$ cat src/include/fbl_pkg.sv
// Constants and types for the flash boot mode loader
// Notes on behaviour
// - Inhibit bit 0: flash powers down in subactive mode; 1: stays normal.
// - Low seven bits of power control and access enable always read zero.
// - Flash control, status, erase-block and power registers reachable only when gate set.
// - Mode chosen from test, interrupt, port8 and portB pins at reset end.
// - Boot mode: erase flash, then fetch program over serial channel 3 into RAM, then branch.
// - Serial link framing is 8 data bits, one stop bit, no parity.
// - Time low period of zero bytes, derive host rate, set baud divisor.
// - About 100 states after reset before measuring; receive line high then.
// - Device sends one zero byte; host answers 0x55 or resets to retry.
// - Downloaded program lands in RAM from 0xF780 through 0xFEEF.
// - Before branching clear receive and transmit enables, keep divisor, transmit line high.
// - Watchdog overflow ends boot mode just like a reset.
// - Rate matching works only for suitable host rate and clock pairings.
// - After erase send 0xAA on success; send 0xFF and abort on failure.
// - Length comes as two bytes high first; every length and program byte echoed.
package fbl_pkg;
  localparam int AW = 8;
  localparam int BAUD_W = 18;
  localparam logic [AW-1:0] OFF_FCTL1 = 8'h00;
  localparam logic [AW-1:0] OFF_FSTAT = 8'h04;
  localparam logic [AW-1:0] OFF_EBLK = 8'h08;
  localparam logic [AW-1:0] OFF_FPWR = 8'h0c;
  localparam logic [AW-1:0] OFF_FEN = 8'h10;
  localparam logic [AW-1:0] OFF_LDST = 8'h14;
  localparam int GATE_BIT = 7;
  localparam int INHIBIT_BIT = 7;
  localparam int FLER_BIT = 7;
  localparam int SWE_BIT = 6;
  localparam logic [7:0] FCTL1_MASK = 8'h7f;
  localparam logic [7:0] EBLK_MASK = 8'h1f;
  localparam logic [7:0] TOP_MASK = 8'h80;
  localparam logic [7:0] REG_RST = 8'h00;
  localparam int STATE_NS = 4;
  localparam int BOOT_WAIT_STATES = 100;
  localparam int BOOT_WAIT_CYC = BOOT_WAIT_STATES * STATE_NS / 4;
  localparam logic [15:0] RAM_BASE = 16'hf780;
  localparam logic [15:0] RAM_LAST = 16'hfeef;
  localparam logic [15:0] RAM_SPAN = RAM_LAST - RAM_BASE;
  localparam logic [7:0] BYTE_SYNC = 8'h00;
  localparam logic [7:0] BYTE_ACK = 8'h55;
  localparam logic [7:0] BYTE_OK = 8'haa;
  localparam logic [7:0] BYTE_FAIL = 8'hff;
  localparam logic [3:0] RATE_BITS = 4'h9;
  localparam logic [3:0] DATA_BITS = 4'h8;
  localparam logic [3:0] FRAME_LAST = 4'h9;

  typedef enum logic [3:0] {
    MODE_UNSET = 4'b0001, MODE_USER = 4'b0010, MODE_BOOT = 4'b0100, MODE_PROG = 4'b1000
  } fbl_mode_t;

  typedef enum logic [13:0] {
    LD_OFF = 14'h0001, LD_WAIT = 14'h0002, LD_ARM = 14'h0004, LD_HUNT = 14'h0008,
    LD_MEAS = 14'h0010, LD_TX_ADJ = 14'h0020, LD_WAIT_ACK = 14'h0040,
    LD_ERASE = 14'h0080, LD_ABORT = 14'h0100, LD_LEN_HI = 14'h0200,
    LD_LEN_LO = 14'h0400, LD_DATA = 14'h0800, LD_DRAIN = 14'h1000, LD_BRANCH = 14'h2000
  } fbl_ld_t;

  typedef struct packed {
    logic test_pin;
    logic irq_pin_n;
    logic port8_bit5_pin;
    logic portb_bit0_pin;
    logic portb_bit1_pin;
    logic portb_bit2_pin;
  } fbl_pins_t;

  typedef struct packed {
    logic we;
    logic [15:0] addr;
    logic [7:0] data;
  } fbl_ram_t;

  typedef struct packed {
    fbl_mode_t mode;
    fbl_ld_t ld;
    logic [7:0] wait_cnt;
    logic rx_s1;
    logic rx_s2;
    logic [3:0] pre;
    logic [BAUD_W-1:0] div;
    logic [BAUD_W-1:0] baud;
    logic rx_busy;
    logic [BAUD_W-1:0] rx_cnt;
    logic [3:0] rx_idx;
    logic [7:0] rx_sh;
    logic rx_vld;
    logic [7:0] rx_byte;
    logic tx_busy;
    logic [BAUD_W-1:0] tx_cnt;
    logic [3:0] tx_idx;
    logic [9:0] tx_sh;
    logic txd;
    logic txd_oe;
    logic sci_re;
    logic sci_te;
    logic [15:0] len;
    logic [15:0] got;
    fbl_ram_t ram;
    logic erase_req;
    logic branch;
    logic fler;
    logic [7:0] fctl1;
    logic [7:0] eblk;
    logic [7:0] fpwr;
    logic [7:0] flash_register_access_enable;
    logic pready;
    logic pslverr;
    logic [31:0] prdata;
    logic pdown;
  } fbl_state_t;

  localparam fbl_state_t ST_RST = '{mode: MODE_UNSET, ld: LD_OFF, rx_s1: 1'b1,
    rx_s2: 1'b1, txd: 1'b1, default: '0};
endpackage
$ cat src/hw/fbl_loader.sv
// Flash boot mode loader with APB flash register gate
`timescale 1ns/1ps
module fbl_loader
  import fbl_pkg::*;
(
  // Clock and reset
  input wire logic pclk,
  input wire logic presetn,
  // APB slave
  input wire logic [AW-1:0] paddr,
  input wire logic psel,
  input wire logic penable,
  input wire logic pwrite,
  input wire logic [31:0] pwdata,
  output logic [31:0] prdata,
  output logic pready,
  output logic pslverr,
  // Mode pins and system events
  input wire fbl_pins_t mode_pins,
  input wire logic subactive_mode,
  input wire logic watchdog_overflow,
  output fbl_mode_t mode,
  output logic flash_powerdown,
  // Boot serial link
  input wire logic rxd,
  output logic txd,
  output logic txd_oe,
  // Flash erase engine
  output logic erase_req,
  input wire logic erase_done,
  input wire logic erase_fail,
  // RAM write port and branch
  output fbl_ram_t ram_wr,
  output logic boot_branch
);

  fbl_state_t s, n;
  logic gate;

  assign gate = s.flash_register_access_enable[GATE_BIT];

  function automatic fbl_state_t send(input fbl_state_t st, input logic [7:0] b);
    fbl_state_t r;
    r = st;
    r.tx_busy = 1'b1;
    r.tx_sh = {1'b1, b, 1'b0};
    r.tx_idx = '0;
    r.tx_cnt = st.baud - 1'b1;
    r.txd = 1'b0;
    return r;
  endfunction

  function automatic fbl_mode_t mode_of(input fbl_pins_t p);
    fbl_mode_t m;
    m = MODE_USER;
    if (!p.test_pin && !p.irq_pin_n && p.port8_bit5_pin) begin
      m = MODE_BOOT;
    end else if (p.test_pin && !p.portb_bit0_pin && !p.portb_bit1_pin
                 && !p.portb_bit2_pin) begin
      m = MODE_PROG;
    end
    return m;
  endfunction

  always_comb begin
    n = s;
    n.rx_s1 = rxd;
    n.rx_s2 = s.rx_s1;
    n.rx_vld = 1'b0;
    n.ram.we = 1'b0;
    // Mode decode on the first edge after reset release
    if (s.mode == MODE_UNSET) begin
      n.mode = mode_of(mode_pins);
      if (n.mode == MODE_BOOT) begin
        n.ld = LD_WAIT;
        n.wait_cnt = '0;
        n.txd_oe = 1'b1;
      end
    end
    // Receiver, start bit checked at mid-bit, LSB first
    if (!s.sci_re) begin
      n.rx_busy = 1'b0;
    end else if (!s.rx_busy) begin
      if (!s.rx_s2) begin
        n.rx_busy = 1'b1;
        n.rx_cnt = s.baud >> 1;
        n.rx_idx = '0;
      end
    end else if (s.rx_cnt != '0) begin
      n.rx_cnt = s.rx_cnt - 1'b1;
    end else begin
      n.rx_cnt = s.baud - 1'b1;
      n.rx_idx = s.rx_idx + 4'h1;
      if (s.rx_idx == '0) begin
        n.rx_busy = !s.rx_s2;
      end else if (s.rx_idx <= DATA_BITS) begin
        n.rx_sh = {s.rx_s2, s.rx_sh[7:1]};
      end else begin
        // Framing error drops the byte silently
        n.rx_busy = 1'b0;
        n.rx_vld = s.rx_s2;
        n.rx_byte = s.rx_sh;
      end
    end
    // Transmitter
    if (s.tx_busy) begin
      if (s.tx_cnt != '0) begin
        n.tx_cnt = s.tx_cnt - 1'b1;
      end else if (s.tx_idx == FRAME_LAST) begin
        n.tx_busy = 1'b0;
        n.txd = 1'b1;
      end else begin
        n.tx_sh = s.tx_sh >> 1;
        n.txd = s.tx_sh[1];
        n.tx_idx = s.tx_idx + 4'h1;
        n.tx_cnt = s.baud - 1'b1;
      end
    end
    // Boot sequence
    case (s.ld)
      LD_OFF: begin
      end
      LD_WAIT: begin
        if (s.wait_cnt == 8'(BOOT_WAIT_CYC - 1)) begin
          n.ld = LD_ARM;
        end else begin
          n.wait_cnt = s.wait_cnt + 8'h01;
        end
      end
      LD_ARM: begin
        if (s.rx_s2) begin
          n.ld = LD_HUNT;
        end
      end
      LD_HUNT: begin
        if (!s.rx_s2) begin
          n.ld = LD_MEAS;
          n.pre = 4'h1;
          n.div = '0;
        end
      end
      LD_MEAS: begin
        // Nine low bit times per zero byte; prescaler divides by nine
        if (!s.rx_s2) begin
          if (s.pre == RATE_BITS - 4'h1) begin
            n.pre = '0;
            n.div = s.div + 1'b1;
          end else begin
            n.pre = s.pre + 4'h1;
          end
        end else begin
          n.baud = (s.div == '0) ? BAUD_W'(1) : s.div;
          n.sci_te = 1'b1;
          n.ld = LD_TX_ADJ;
        end
      end
      LD_TX_ADJ: begin
        n = send(n, BYTE_SYNC);
        n.sci_re = 1'b1;
        n.ld = LD_WAIT_ACK;
      end
      LD_WAIT_ACK: begin
        // Trailing zero bytes from the host are ignored here
        if (s.rx_vld && s.rx_byte == BYTE_ACK) begin
          n.ld = LD_ERASE;
        end
      end
      LD_ERASE: begin
        if (erase_fail) begin
          n = send(n, BYTE_FAIL);
          n.fler = 1'b1;
          n.ld = LD_ABORT;
        end else if (erase_done) begin
          n = send(n, BYTE_OK);
          n.ld = LD_LEN_HI;
        end
      end
      LD_LEN_HI: begin
        if (s.rx_vld) begin
          n = send(n, s.rx_byte);
          n.len[15:8] = s.rx_byte;
          n.ld = LD_LEN_LO;
        end
      end
      LD_LEN_LO: begin
        if (s.rx_vld) begin
          n = send(n, s.rx_byte);
          n.len[7:0] = s.rx_byte;
          n.got = '0;
          n.ld = ({s.len[15:8], s.rx_byte} == '0) ? LD_DRAIN : LD_DATA;
        end
      end
      LD_DATA: begin
        if (s.rx_vld) begin
          n = send(n, s.rx_byte);
          // Bytes past the RAM window are echoed but not stored
          n.ram.we = (s.got <= RAM_SPAN);
          n.ram.addr = RAM_BASE + s.got;
          n.ram.data = s.rx_byte;
          n.got = s.got + 16'h0001;
          if (s.got + 16'h0001 == s.len) begin
            n.ld = LD_DRAIN;
          end
        end
      end
      LD_DRAIN: begin
        if (!s.tx_busy) begin
          n.sci_re = 1'b0;
          n.sci_te = 1'b0;
          n.txd = 1'b1;
          n.branch = 1'b1;
          n.ld = LD_BRANCH;
        end
      end
      LD_BRANCH, LD_ABORT: begin
      end
      default: begin
        n.ld = LD_OFF;
      end
    endcase
    n.erase_req = (n.ld == LD_ERASE);
    if (watchdog_overflow) begin
      n = ST_RST;
    end
    // APB: answer registered in setup, so access phase has no wait state
    n.pready = 1'b0;
    n.pslverr = 1'b0;
    if (psel && !penable) begin
      n.pready = 1'b1;
      n.prdata = '0;
      case (paddr)
        OFF_FCTL1: begin
          if (gate) n.prdata[7:0] = s.fctl1;
        end
        OFF_FSTAT: begin
          if (gate) n.prdata[FLER_BIT] = s.fler;
        end
        OFF_EBLK: begin
          if (gate) n.prdata[7:0] = s.eblk;
        end
        OFF_FPWR: begin
          if (gate) n.prdata[7:0] = s.fpwr & TOP_MASK;
        end
        OFF_FEN: begin
          n.prdata[7:0] = s.flash_register_access_enable & TOP_MASK;
        end
        OFF_LDST: begin
          n.prdata = {s.baud, 8'h00, s.fler, s.branch, s.mode};
        end
        default: begin
          n.pslverr = 1'b1;
        end
      endcase
    end
    if (psel && penable && s.pready && pwrite) begin
      case (paddr)
        OFF_FCTL1: begin
          if (gate) n.fctl1 = pwdata[7:0] & FCTL1_MASK;
        end
        OFF_EBLK: begin
          if (gate) n.eblk = pwdata[7:0] & EBLK_MASK;
        end
        OFF_FPWR: begin
          if (gate) n.fpwr = pwdata[7:0] & TOP_MASK;
        end
        OFF_FEN: begin
          n.flash_register_access_enable = pwdata[7:0] & TOP_MASK;
        end
        default: begin
        end
      endcase
    end
    if (!n.fctl1[SWE_BIT]) begin
      n.eblk = REG_RST;
    end
    n.pdown = subactive_mode && !s.fpwr[INHIBIT_BIT];
  end

  always_ff @(posedge pclk or negedge presetn) begin
    if (!presetn) begin
      s <= ST_RST;
    end else begin
      s <= n;
    end
  end

  assign prdata = s.prdata;
  assign pready = s.pready;
  assign pslverr = s.pslverr;
  assign mode = s.mode;
  assign flash_powerdown = s.pdown;
  assign txd = s.txd;
  assign txd_oe = s.txd_oe;
  assign erase_req = s.erase_req;
  assign ram_wr = s.ram;
  assign boot_branch = s.branch;
endmodule

$ cat config.mk
export PLATFORM = sky130hd
export DESIGN_NAME = fbl_loader
export DESIGN_NICKNAME = d
export VERILOG_FILES = /design/src/include/fbl_pkg.sv /design/src/hw/fbl_loader.sv
export SDC_FILE = /design/constraint.sdc
export NUM_CORES = 1
export LEC_CHECK = 0
export BUFFER_PORTS_ARGS = -buffer_cell sky130_fd_sc_hd__buf_2
export CORE_MARGIN = 8
export CORE_UTILIZATION = 50
export DETAILED_ROUTE_END_ITERATION = 16
export PLACE_DENSITY_LB_ADDON = 0.1
export RECOVER_POWER = 100
export REMOVE_ABC_BUFFERS = 1
export SLEW_MARGIN = 20
export SYNTH_ARGS = -nofsm -noshare
export SYNTH_HDL_FRONTEND = slang
export SYNTH_SLANG_ARGS = --single-unit
$ cat constraint.sdc
create_clock -name pclk -period 6.8 [get_ports pclk]
set_clock_uncertainty 0.1 [all_clocks]
set_input_delay 1.02 -clock pclk [delete_from_list [all_inputs] [get_ports pclk]]
set_output_delay 1.02 -clock pclk [all_outputs]
set_load 0.02 [all_outputs]
# [Yosys cells after proc, flatten, opt, wreduce, memory -nomap -nowiden]
# Cells that the tools add are included.
[word_totals] regBits=271 output_inout_bits=68
[classes] addsub=10 magnitude_cmp=2 n_eq_ne=38 n_mux=85 n_reduce_logical=50
[ops] op="$mux 268" n=5
[ops] op="$pmux 73 s5" n=1
[ops] op="$mux 272" n=1
[ops] op="$pmux 68 s4" n=1
[ops] op="$pmux 58 s4" n=1
[ops] op="$pmux 14 s12" n=1
[ops] op="$pmux 22 s6" n=1
[ops] op="$mux 8" n=13
[ops] op="$mux 14" n=7
[ops] op="$mux 18" n=5
[ops] op="$pmux 18 s5" n=1
[ops] op="$mux 34" n=2
[ops] op="$mux 22" n=3
[ops] op="$mux 32" n=2
[ops] op="$mux 21" n=3
[ops] op="$sub 18x1->18 const B" n=3
[ops] op="$mux 23" n=2
[ops] op="$pmux 8 s5" n=1
[ops] op="$mux 39" n=1
[ops] op="$reduce_bool 18->1" n=2
[ops] op="$mux 17" n=2
[ops] op="$eq 14x8->1 const B" n=2
[ops] op="$pmux 7 s4" n=1
[ops] op="$mux 26" n=1
[ops] op="55 further kinds" n=123

# [Longest topological paths before layout]
# Gate-level depths: netlist of run 1.
[depth] depth_word=19 mapped_depth=13 depth_no_buf=10

# [Worst setup path after synthesis of run 1]
# Ideal clock, no wire load.
[synth_timing] path_kind="input -> register" startpoint="in paddr[0]" endpoint="reg s[51] in the netlist's numbering" arrival_ps=3093 required_ps=6632 setup_slack_ps=3539 stages=8 path_buffers=0 path_cell_list="or4_1 nor2_1 nand2_1 or3_1 nor3_1 nand2_1 a21oi_1 a22o_1"
[synth_lines] item="from (decl)" line="fbl_loader.sv:10" source="input wire logic [AW-1:0] paddr,"
[synth_lines] item="to (signal assigned)" line="fbl_loader.sv:283" source="s <= n;"
[synth_lines] item="to (decl)" line="fbl_loader.sv:37" source="fbl_state_t s, n;"

# [Worst setup path after layout of run 1]
[layout_timing] startpoint="reg s[185] in the netlist's numbering" endpoint="reg s[178] in the netlist's numbering"
[layout_between] elab_chain_cells=10 word_cells_on_any_way=13
[layout_lines] item="$reduce_bool 18->1 (*)" line="fbl_loader.sv:89" source="end else if (s.rx_cnt != '0) begin"
[layout_lines] item="$mux 21 (*)" line="fbl_loader.sv:89"
[layout_lines] item="$mux 21 (*)" line="fbl_loader.sv:83" source="end else if (!s.rx_busy) begin"
[layout_lines] item="$mux 21 (*)" line="fbl_loader.sv:81" source="if (!s.sci_re) begin"
[layout_lines] item="$mux 17 (*)" line="fbl_loader.sv:83"
[layout_lines] item="$mux 39 (*)" line="fbl_loader.sv:81"
[layout_lines] item="$mux 268" line="fbl_loader.sv:173" source="end else if (erase_done) begin"
[layout_lines] item="$mux 268" line="fbl_loader.sv:169" source="if (erase_fail) begin"
[layout_lines] item="$pmux 73 s5 (*)" line="fbl_loader.sv:120" source="case (s.ld)"
[layout_lines] item="$mux 272 (*)" line="fbl_loader.sv:222" source="if (watchdog_overflow) begin"
# Mark *: on every way between the ends. The rest lies on a longest branch, timed or not. The select of a mux whose other input is x is not followed.
# A chain may end at the register's enable or synchronous reset.

==> results of run 1 <==
==> routing by layer <==
metal | part of all wire [%] | track usage, %
met5 | 0 | 0
met2 | 43 | 31.2
met1 | 49 | 30.8
met4 | 1.9 | 5.25
met3 | 5.4 | 3.24
==> power by group through the flow <==
stage	Combinational (uW)	Sequential (uW)	Clock, uW
after detailed placement	166	1530	0
final	162	1510	1550
after global placement	165	1530	0
after floorplan	77.4	1540	0
after global routing	182	1510	1650
after CTS	167	1510	1590
==> worst max-delay path, cell delays in order (launching register included) <==
cell     delay [ns]
dfrtp_1        0.42
inv_1          0.07
ha_1           0.20
or3b_2         0.49
or4_1          0.53
nor2_1         0.36
and2_0         0.77
nand3_1        0.30
nor3_1         0.82
a22o_1         0.23
==> through the flow <==
step	setup WS (ns)	cell area, sq um
after global routing	2.15	14900
after detailed placement	2.98	14100
after CTS	2.99	15100
final	2.43	14900
after global placement	2.97	14100
after floorplan	2.94	13100
==> cells in the final DEF (no fill, tap or decap), types with 8 or more instances in the layout <==
| cell type | synthesis | final |
|---|---|---|
| a211oi_1 | 8 | 8 |
| nor2b_1 | 10 | 10 |
| clkbuf_8 | 0 | 8 |
| nand2b_1 | 21 | 21 |
| mux2i_1 | 34 | 34 |
| xnor2_1 | 36 | 36 |
| clkbuf_16 | 0 | 29 |
| nand3_1 | 32 | 32 |
| a22oi_1 | 14 | 14 |
| a31oi_1 | 16 | 16 |
| a22o_1 | 71 | 71 |
| o22ai_1 | 8 | 8 |
| a21o_1 | 9 | 9 |
| ha_1 | 15 | 15 |
| dfrtp_1 | 245 | 244 |
| o21ai_0 | 106 | 107 |
| or3_1 | 15 | 15 |
| and3_1 | 13 | 13 |
| and2_1 | 13 | 8 |
| nand4_1 | 19 | 19 |
| or4_1 | 15 | 15 |
| nor4_1 | 23 | 24 |
| xor2_1 | 33 | 33 |
| o41ai_1 | 10 | 10 |
| nor3_1 | 46 | 47 |
| inv_1 | 34 | 34 |
| buf_2 | 11 | 28 |
| clkbuf_1 | 65 | 74 |
| nand2_1 | 142 | 144 |
| or2_2 | 8 | 8 |
| nor2_1 | 158 | 159 |
| a21oi_1 | 92 | 91 |
| o31ai_1 | 8 | 8 |
==> area by class of cell <==
cell class,instances,area [sq um],area share (%)
multi-input cells,1089,6660,44.6
flip-flops and latches,250,6260,42.0
clock buffers,44,862,5.78
well taps,378,473,3.17
clock inverters,7,90.1,0.604
repair buffers,101,444,2.98
inverters,36,135,0.905
==> worst max-delay path by stage <==
| stage | start | endpoint | slack (ns) | cells after the start |
|---|---|---|---|---|
| after floorplan | paddr[0] | s[51]$_DFF_PN0_ | 2.94 | 8 |
| after global placement | paddr[0] | s[52]$_DFF_PN0_ | 2.97 | 9 |
| after detailed placement | paddr[0] | s[55]$_DFF_PN0_ | 2.98 | 9 |
| after CTS | s[185]$_DFFE_PN0P_ | s[178]$_DFFE_PN0P_ | 2.99 | 9 |
| after global routing | watchdog_overflow | s[104]$_DFFE_PN0P_ | 2.15 | 6 |
| final | s[185]$_DFFE_PN0P_ | s[178]$_DFFE_PN0P_ | 2.43 | 9 |
==> cells by family (layout without fill, tap and decap cells) <==
group | after synthesis | count (layout)
simple gates | 556 | 556
compound gates | 404 | 404
flops | 250 | 250
other cells | 1 | 6
buf+inv | 180 | 188
xor+xnor | 69 | 69
fa+ha+maj | 15 | 15
mux | 39 | 39
==> flip-flops by register name, indices dropped and copies added, names as in the netlist, 4 cells and up <==
name	count
ram_wr	25
mode	4
prdata	26
s	187
==> impl_metrics.csv, run 1 <==
group,metric,value,unit
run_status,outcome,"complete, but fails checks",
run_status,violations,"max-capacitance violations, max-slew violations",
drt,drtPass1Iterations,5,
synthesis,synth_top_family_by_area,"simple AND/OR/NAND/NOR gates",
sta,fin_setup_tns,0,ns
clock_tree,clock-root-buffer,"clkbuf_16",
global_route,grt.total_usage,20.8,%
critical_path,required,7.17,ns
sta,hold_viol,0,
synthesis,synth_top_area_cell,"dfrtp_1",
worst_hold_path,hold-path-endpoint,"ram_wr[17]$_DFFE_PN0P_",
clock_tree,hold_buffers,0,
clock_tree,clock_latency,0.54,ns
synthesis,synth_edf_count,0,
critical_path,ff2ff_path_depth,9,
global_route,grt_first_pass_wirelength,58000,um
final_layout,nFillCells,2585,
floorplan,ios,124,
sta,slew_headroom,-44.2,%
drt,wl,34800,um
drt,drt-vias-per-instance,5.88,
sta,slew_violations,75,
synthesis,synth.most_common_cell,"dfrtp_1",
pwr,swShare,22.9,%
synthesis,synth.mux.area_fraction,2.86,%
critical_path,crit_path_max_fanout,15,
drt,detail_route.wl_per_cell,18.2,um
placed_design,gp_congestion,0.852,
synthesis,ys_seq_elements,250,
pwr,power,3220,uW
pwr,seqPwrFrac,46.9,%
synthesis,synth_area_leaders,"dfrtp_1, a22o_1, nor2_1, nand2_1, o21ai_0",
sta,tightest_slew,2.16,ns
critical_path,end_kind,"register",
synthesis,ys_async_sr_fraction,100,%
synthesis,synth_cell_types,87,
global_route,antenna_found_initial,0,
flow_run,timing.max_cap.violations,2,
placed_design,place_inst,1854,
clock_tree,cts_tree,"built",
critical_path,criticalPathCategory,"register to register",
sta,rsz0062_at_grt,"no",
floorplan,die-width,182,um
synthesis,yosys.area.top_type_share,44.2,%
synthesis,synth-simple-area-share,19.8,%
final_layout,nets,1577,
synthesis,synthAdderAreaFrac,1.35,%
pwr,p_comb_share,5.0,%
critical_path,reg2reg_slack,2.43,ns
pwr,leakage,0.00655,uW
synthesis,synth_seq_area_share,45.2,%
floorplan,core-area,27600,sq um
clock_tree,postCtsSetupRepairBufs,0,
sta,setup_viol_count_final,0,
synthesis,synthCells,1514,
final_layout,area_growth_syn_to_layout,7.69,%
final_layout,post-route-util,54.2,%
worst_hold_path,hp-class,"register to register",
clock_tree,clk_pin_slew,0.06,ns
pwr,p_clk_share,48.1,%
global_route,grt_pass1_vias,10951,
pwr,intPower,2480,uW
synthesis,synth_compound_area_share,19.6,%
clock_tree,htreeDepth,1,
worst_hold_path,min_path_cells,2,
floorplan,dieArea,33300,sq um
clock_tree,cts_made_buffers,28,
critical_path,cp.arrival,4.74,ns
synthesis,netlist_area,13900,sq um
placed_design,io_buffers,93,
sta,hold_slack,0.378,ns
floorplan,die_h,182,um
pwr,power_density,216,nW/um^2
final_layout,num_antenna_cells,0,
synthesis,synth_ff_type,"dfrtp_1",
synthesis,yosys_warnings,0,
clock_tree,cts_resized,0,
sta,fmax,229,MHz
sta,period_share,64.3,%
clock_tree,cts.sinks,250,
synthesis,avgSynthCellArea,9.15,sq um
pwr,p_switching,737,uW
synthesis,synth_xor_area_share,4.36,%
placed_design,dp_hpwl,23600,um
drt,drt_iter0_markers,952,
final_layout,drive_gt1_share,7.73,%
sta,min_period,4.37,ns
critical_path,timing.rr.end,"s[178]$_DFFE_PN0P_",
critical_path,startpoint_type,"register",
critical_path,r2r_start,"s[185]$_DFFE_PN0P_",
synthesis,synth_commonest_cells,"dfrtp_1, nor2_1, nand2_1",
drt,drt.antenna.violating_nets,0,
drt,drc,0,
clock_tree,clock_path_buffers,3,
floorplan,start_util,50.3,%
drt,vias,11205,
floorplan,placementRows,61,
pwr,irDropWorstVdd,0.000185,V
global_route,grt-ovfl-total,0,
global_route,grt_max_degree,109,
final_layout,instances_no_fill,1905,
worst_hold_path,hp-start,"ram_wr[17]$_DFFE_PN0P_",
Power figures use the tool's default switching activity.
==> run 2, diff against run 1 <==
--- a/config.mk
+++ b/config.mk
@@ -5,6 +5,7 @@
 export SDC_FILE = /design/constraint.sdc
 export NUM_CORES = 1
 export LEC_CHECK = 0
+export ABC_AREA = 1
 export BUFFER_PORTS_ARGS = -buffer_cell sky130_fd_sc_hd__buf_2
 export CORE_MARGIN = 8
 export CORE_UTILIZATION = 50
==> constraint.sdc (replaced) <==
create_clock -name pclk -period 4 [get_ports pclk]
set_clock_uncertainty 0.1 [all_clocks]
set_input_delay 0.6 -clock pclk [delete_from_list [all_inputs] [get_ports pclk]]
set_output_delay 0.6 -clock pclk [all_outputs]
set_load 0.02 [all_outputs]
==> run 2 against run 1 <==
The run still ends with max-capacitance violations, max-slew violations left. Die area grew 6.1%. First-iteration DRC count grew 1.4%. Cell area grew 6.6%. Utilization is essentially flat.
==> impl_metrics.csv, run 2 <==
group,metric,value,unit
run_status,outcome,"complete, but fails checks",
run_status,violations,"max-capacitance violations, max-slew violations",
drt,drt-vias-per-instance,5.56,
global_route,antenna_found_initial,0,
pwr,irDropWorstVdd,0.000312,V
sta,period_share,79.5,%
synthesis,synth_compound_area_share,16.2,%
clock_tree,htreeDepth,1,
critical_path,reg2reg_slack,0.86,ns
pwr,power,5620,uW
synthesis,synth_ff_type,"dfrtp_1",
final_layout,num_antenna_cells,0,
synthesis,synth_seq_area_share,42.4,%
placed_design,place_ws,1.33,ns
drt,drc,0,
floorplan,dieArea,35300,sq um
sta,hold_viol,0,
synthesis,yosys.area.top_type_share,41.5,%
sta,fmax,314,MHz
global_route,grt.total_usage,22.5,%
placed_design,gp_congestion,0.935,
clock_tree,postCtsSetupRepairBufs,0,
sta,setup_viol_count_final,0,
final_layout,nFillCells,2846,
worst_hold_path,hp-class,"input pin to register",
synthesis,synth_top_area_cell,"dfrtp_1",
critical_path,end_kind,"register",
drt,drtPass1Iterations,5,
synthesis,netlist_area,14800,sq um
synthesis,synthAdderAreaFrac,1.27,%
final_layout,layout_commonest_cell,"nand2_1",
critical_path,startpoint_type,"input pin",
synthesis,synth.mux.area_fraction,0.0762,%
clock_tree,cts_tree,"built",
final_layout,multi_input_area,6620,sq um
final_layout,regMostFlops,"s",
synthesis,synth_xor_area_share,2.96,%
synthesis,synth.most_common_cell,"nand2_1",
global_route,grt_pass1_vias,12447,
synthesis,synthCells,1892,
placed_design,io_buffers,93,
floorplan,ios,124,
flow_run,timing.max_cap.violations,1,
drt,drt_iter0_markers,965,
drt,vias,12972,
global_route,grt_first_pass_wirelength,66400,um
sta,min_period,3.18,ns
critical_path,required,4.30,ns
pwr,leakage,0.00728,uW
clock_tree,clock_latency,0.55,ns
critical_path,crit_path_max_fanout,46,
sta,tightest_slew,1.75,ns
clock_tree,clock_path_buffers,3,
synthesis,synth_edf_count,0,
synthesis,synth_cell_types,68,
synthesis,ys_async_sr_fraction,100,%
final_layout,area_growth_syn_to_layout,7.66,%
synthesis,synth-simple-area-share,24.9,%
global_route,grt-ovfl-total,0,
synthesis,synth_top_family_by_area,"simple AND/OR/NAND/NOR gates",
synthesis,yosys_warnings,0,
sta,fin_setup_tns,0,ns
pwr,power_density,353,nW/um^2
floorplan,die-width,188,um
sta,worst_slack,0.820,ns
floorplan,placementRows,63,
critical_path,cp.arrival,3.48,ns
critical_path,criticalPathCategory,"input pin to register",
sta,rsz0062_at_grt,"no",
drt,detail_route.wl_per_cell,17.2,um
global_route,grt_max_degree,80,
synthesis,ys_seq_elements,250,
drt,wl,40200,um
floorplan,die_h,188,um
final_layout,nets,1992,
sta,slew_headroom,-16.7,%
floorplan,core-area,29400,sq um
drt,drt.antenna.violating_nets,0,
clock_tree,clock-root-buffer,"clkbuf_16",
final_layout,drive_gt1_share,7.92,%
synthesis,synth_commonest_cells,"nand2_1, inv_1, dfrtp_1",
final_layout,final-seq-area,6260,sq um
clock_tree,hold_buffers,1,
clock_tree,cts_made_buffers,29,
clock_tree,cts.sinks,250,
sta,slew_violations,63,
final_layout,largest_reg_flops,187,
clock_tree,clk_pin_slew,0.06,ns
final_layout,final_cell_mix,"nand2_1, inv_1, dfrtp_1, nor2_1, nand3_1",
clock_tree,cts_resized,0,
synthesis,avgSynthCellArea,7.81,sq um
placed_design,dp_hpwl,29100,um
synthesis,synth_area_leaders,"dfrtp_1, nand2_1, inv_1, nand3_1, o21ai_0",
floorplan,start_util,50.3,%
run 2: cell types whose count changed after synthesis, sizes merged, moves of 25 or more:
cell    delta
o22ai     +75
nor2      +28
a22o      -70
o21ai     +25
clkbuf    -35
inv      +250
mux2i     -34
nand3    +138
xnor2     -32
nand2    +174
run 2: worst paths after layout:
path	from	endpoint	depth (start not counted)
worst max-delay path	watchdog_overflow	s[219]$_DFFE_PN0P_	5
worst min-delay path	rxd	s[245]$_DFF_PN1_	2
worst max register to register	s[185]$_DFFE_PN0P_	s[178]$_DFFE_PN0P_	12
worst min register to register	s[50]$_DFF_PN0_	flash_powerdown$_DFF_PN0_	1
max in group asynchronous	presetn	prdata[25]$_DFFE_PN0P_	3
min in group asynchronous	presetn	ram_wr[13]$_DFFE_PN0P_	2
run 2: final cells by class:
class                   instances  area share (%)
repair buffers                109            3.21
inverters                     286            6.78
multi-input cells            1245            41.6
well taps                     390            3.07
flip-flops and latches        250            39.3
clock inverters                 9           0.621
clock buffers                  45            5.38
run 2: power by group:
group	total [uW]	switching, uW	internal (uW)
clock network	2660	1070	1590
logic	398	308	89.6
registers	2560	15.1	2550
total	5620	1390	4230
run 2: through the flow:
step                      util [%]  cells  cell area (sq um)  hold slack (ns)
after floorplan                  -   1781              14100            0.204
after global placement        51.6   2279              15200            0.352
after detailed placement      51.6   2279              15200            0.361
after CTS                     54.9   2334              16100            0.110
after global routing          54.1   2334              15900            0.121
final                         54.1   2334              15900            0.134
run 2: logic make-up (layout without fill, tap and decap cells):
logic type / count (synthesis) / after routing
AND/OR/NAND/NOR: 771 / 771
AO/OA/AOI/OAI: 402 / 402
buffers and inverters: 402 / 449
flip-flops: 250 / 250
XOR/XNOR: 50 / 50
adder cells (fa/ha/maj): 15 / 15
other: 1 / 6
multiplexers: 1 / 1
run 2: worst max-delay path: stages:
cell and delay (ns):
clkbuf_1 0.73, inv_1 0.50, clkbuf_2 0.71, nand2_1 0.73
o21ai_0 0.17
run 2: layer usage:
metal | up-vias | global-route usage, % | wire length [um]
li1 | 6326 | - | -
met2 | 310 | 36.7 | 18700
met5 | - | 0 | 0
met4 | 0 | 4.70 | 635
met1 | 6283 | 31.6 | 19000
met3 | 53 | 3.08 | 1820
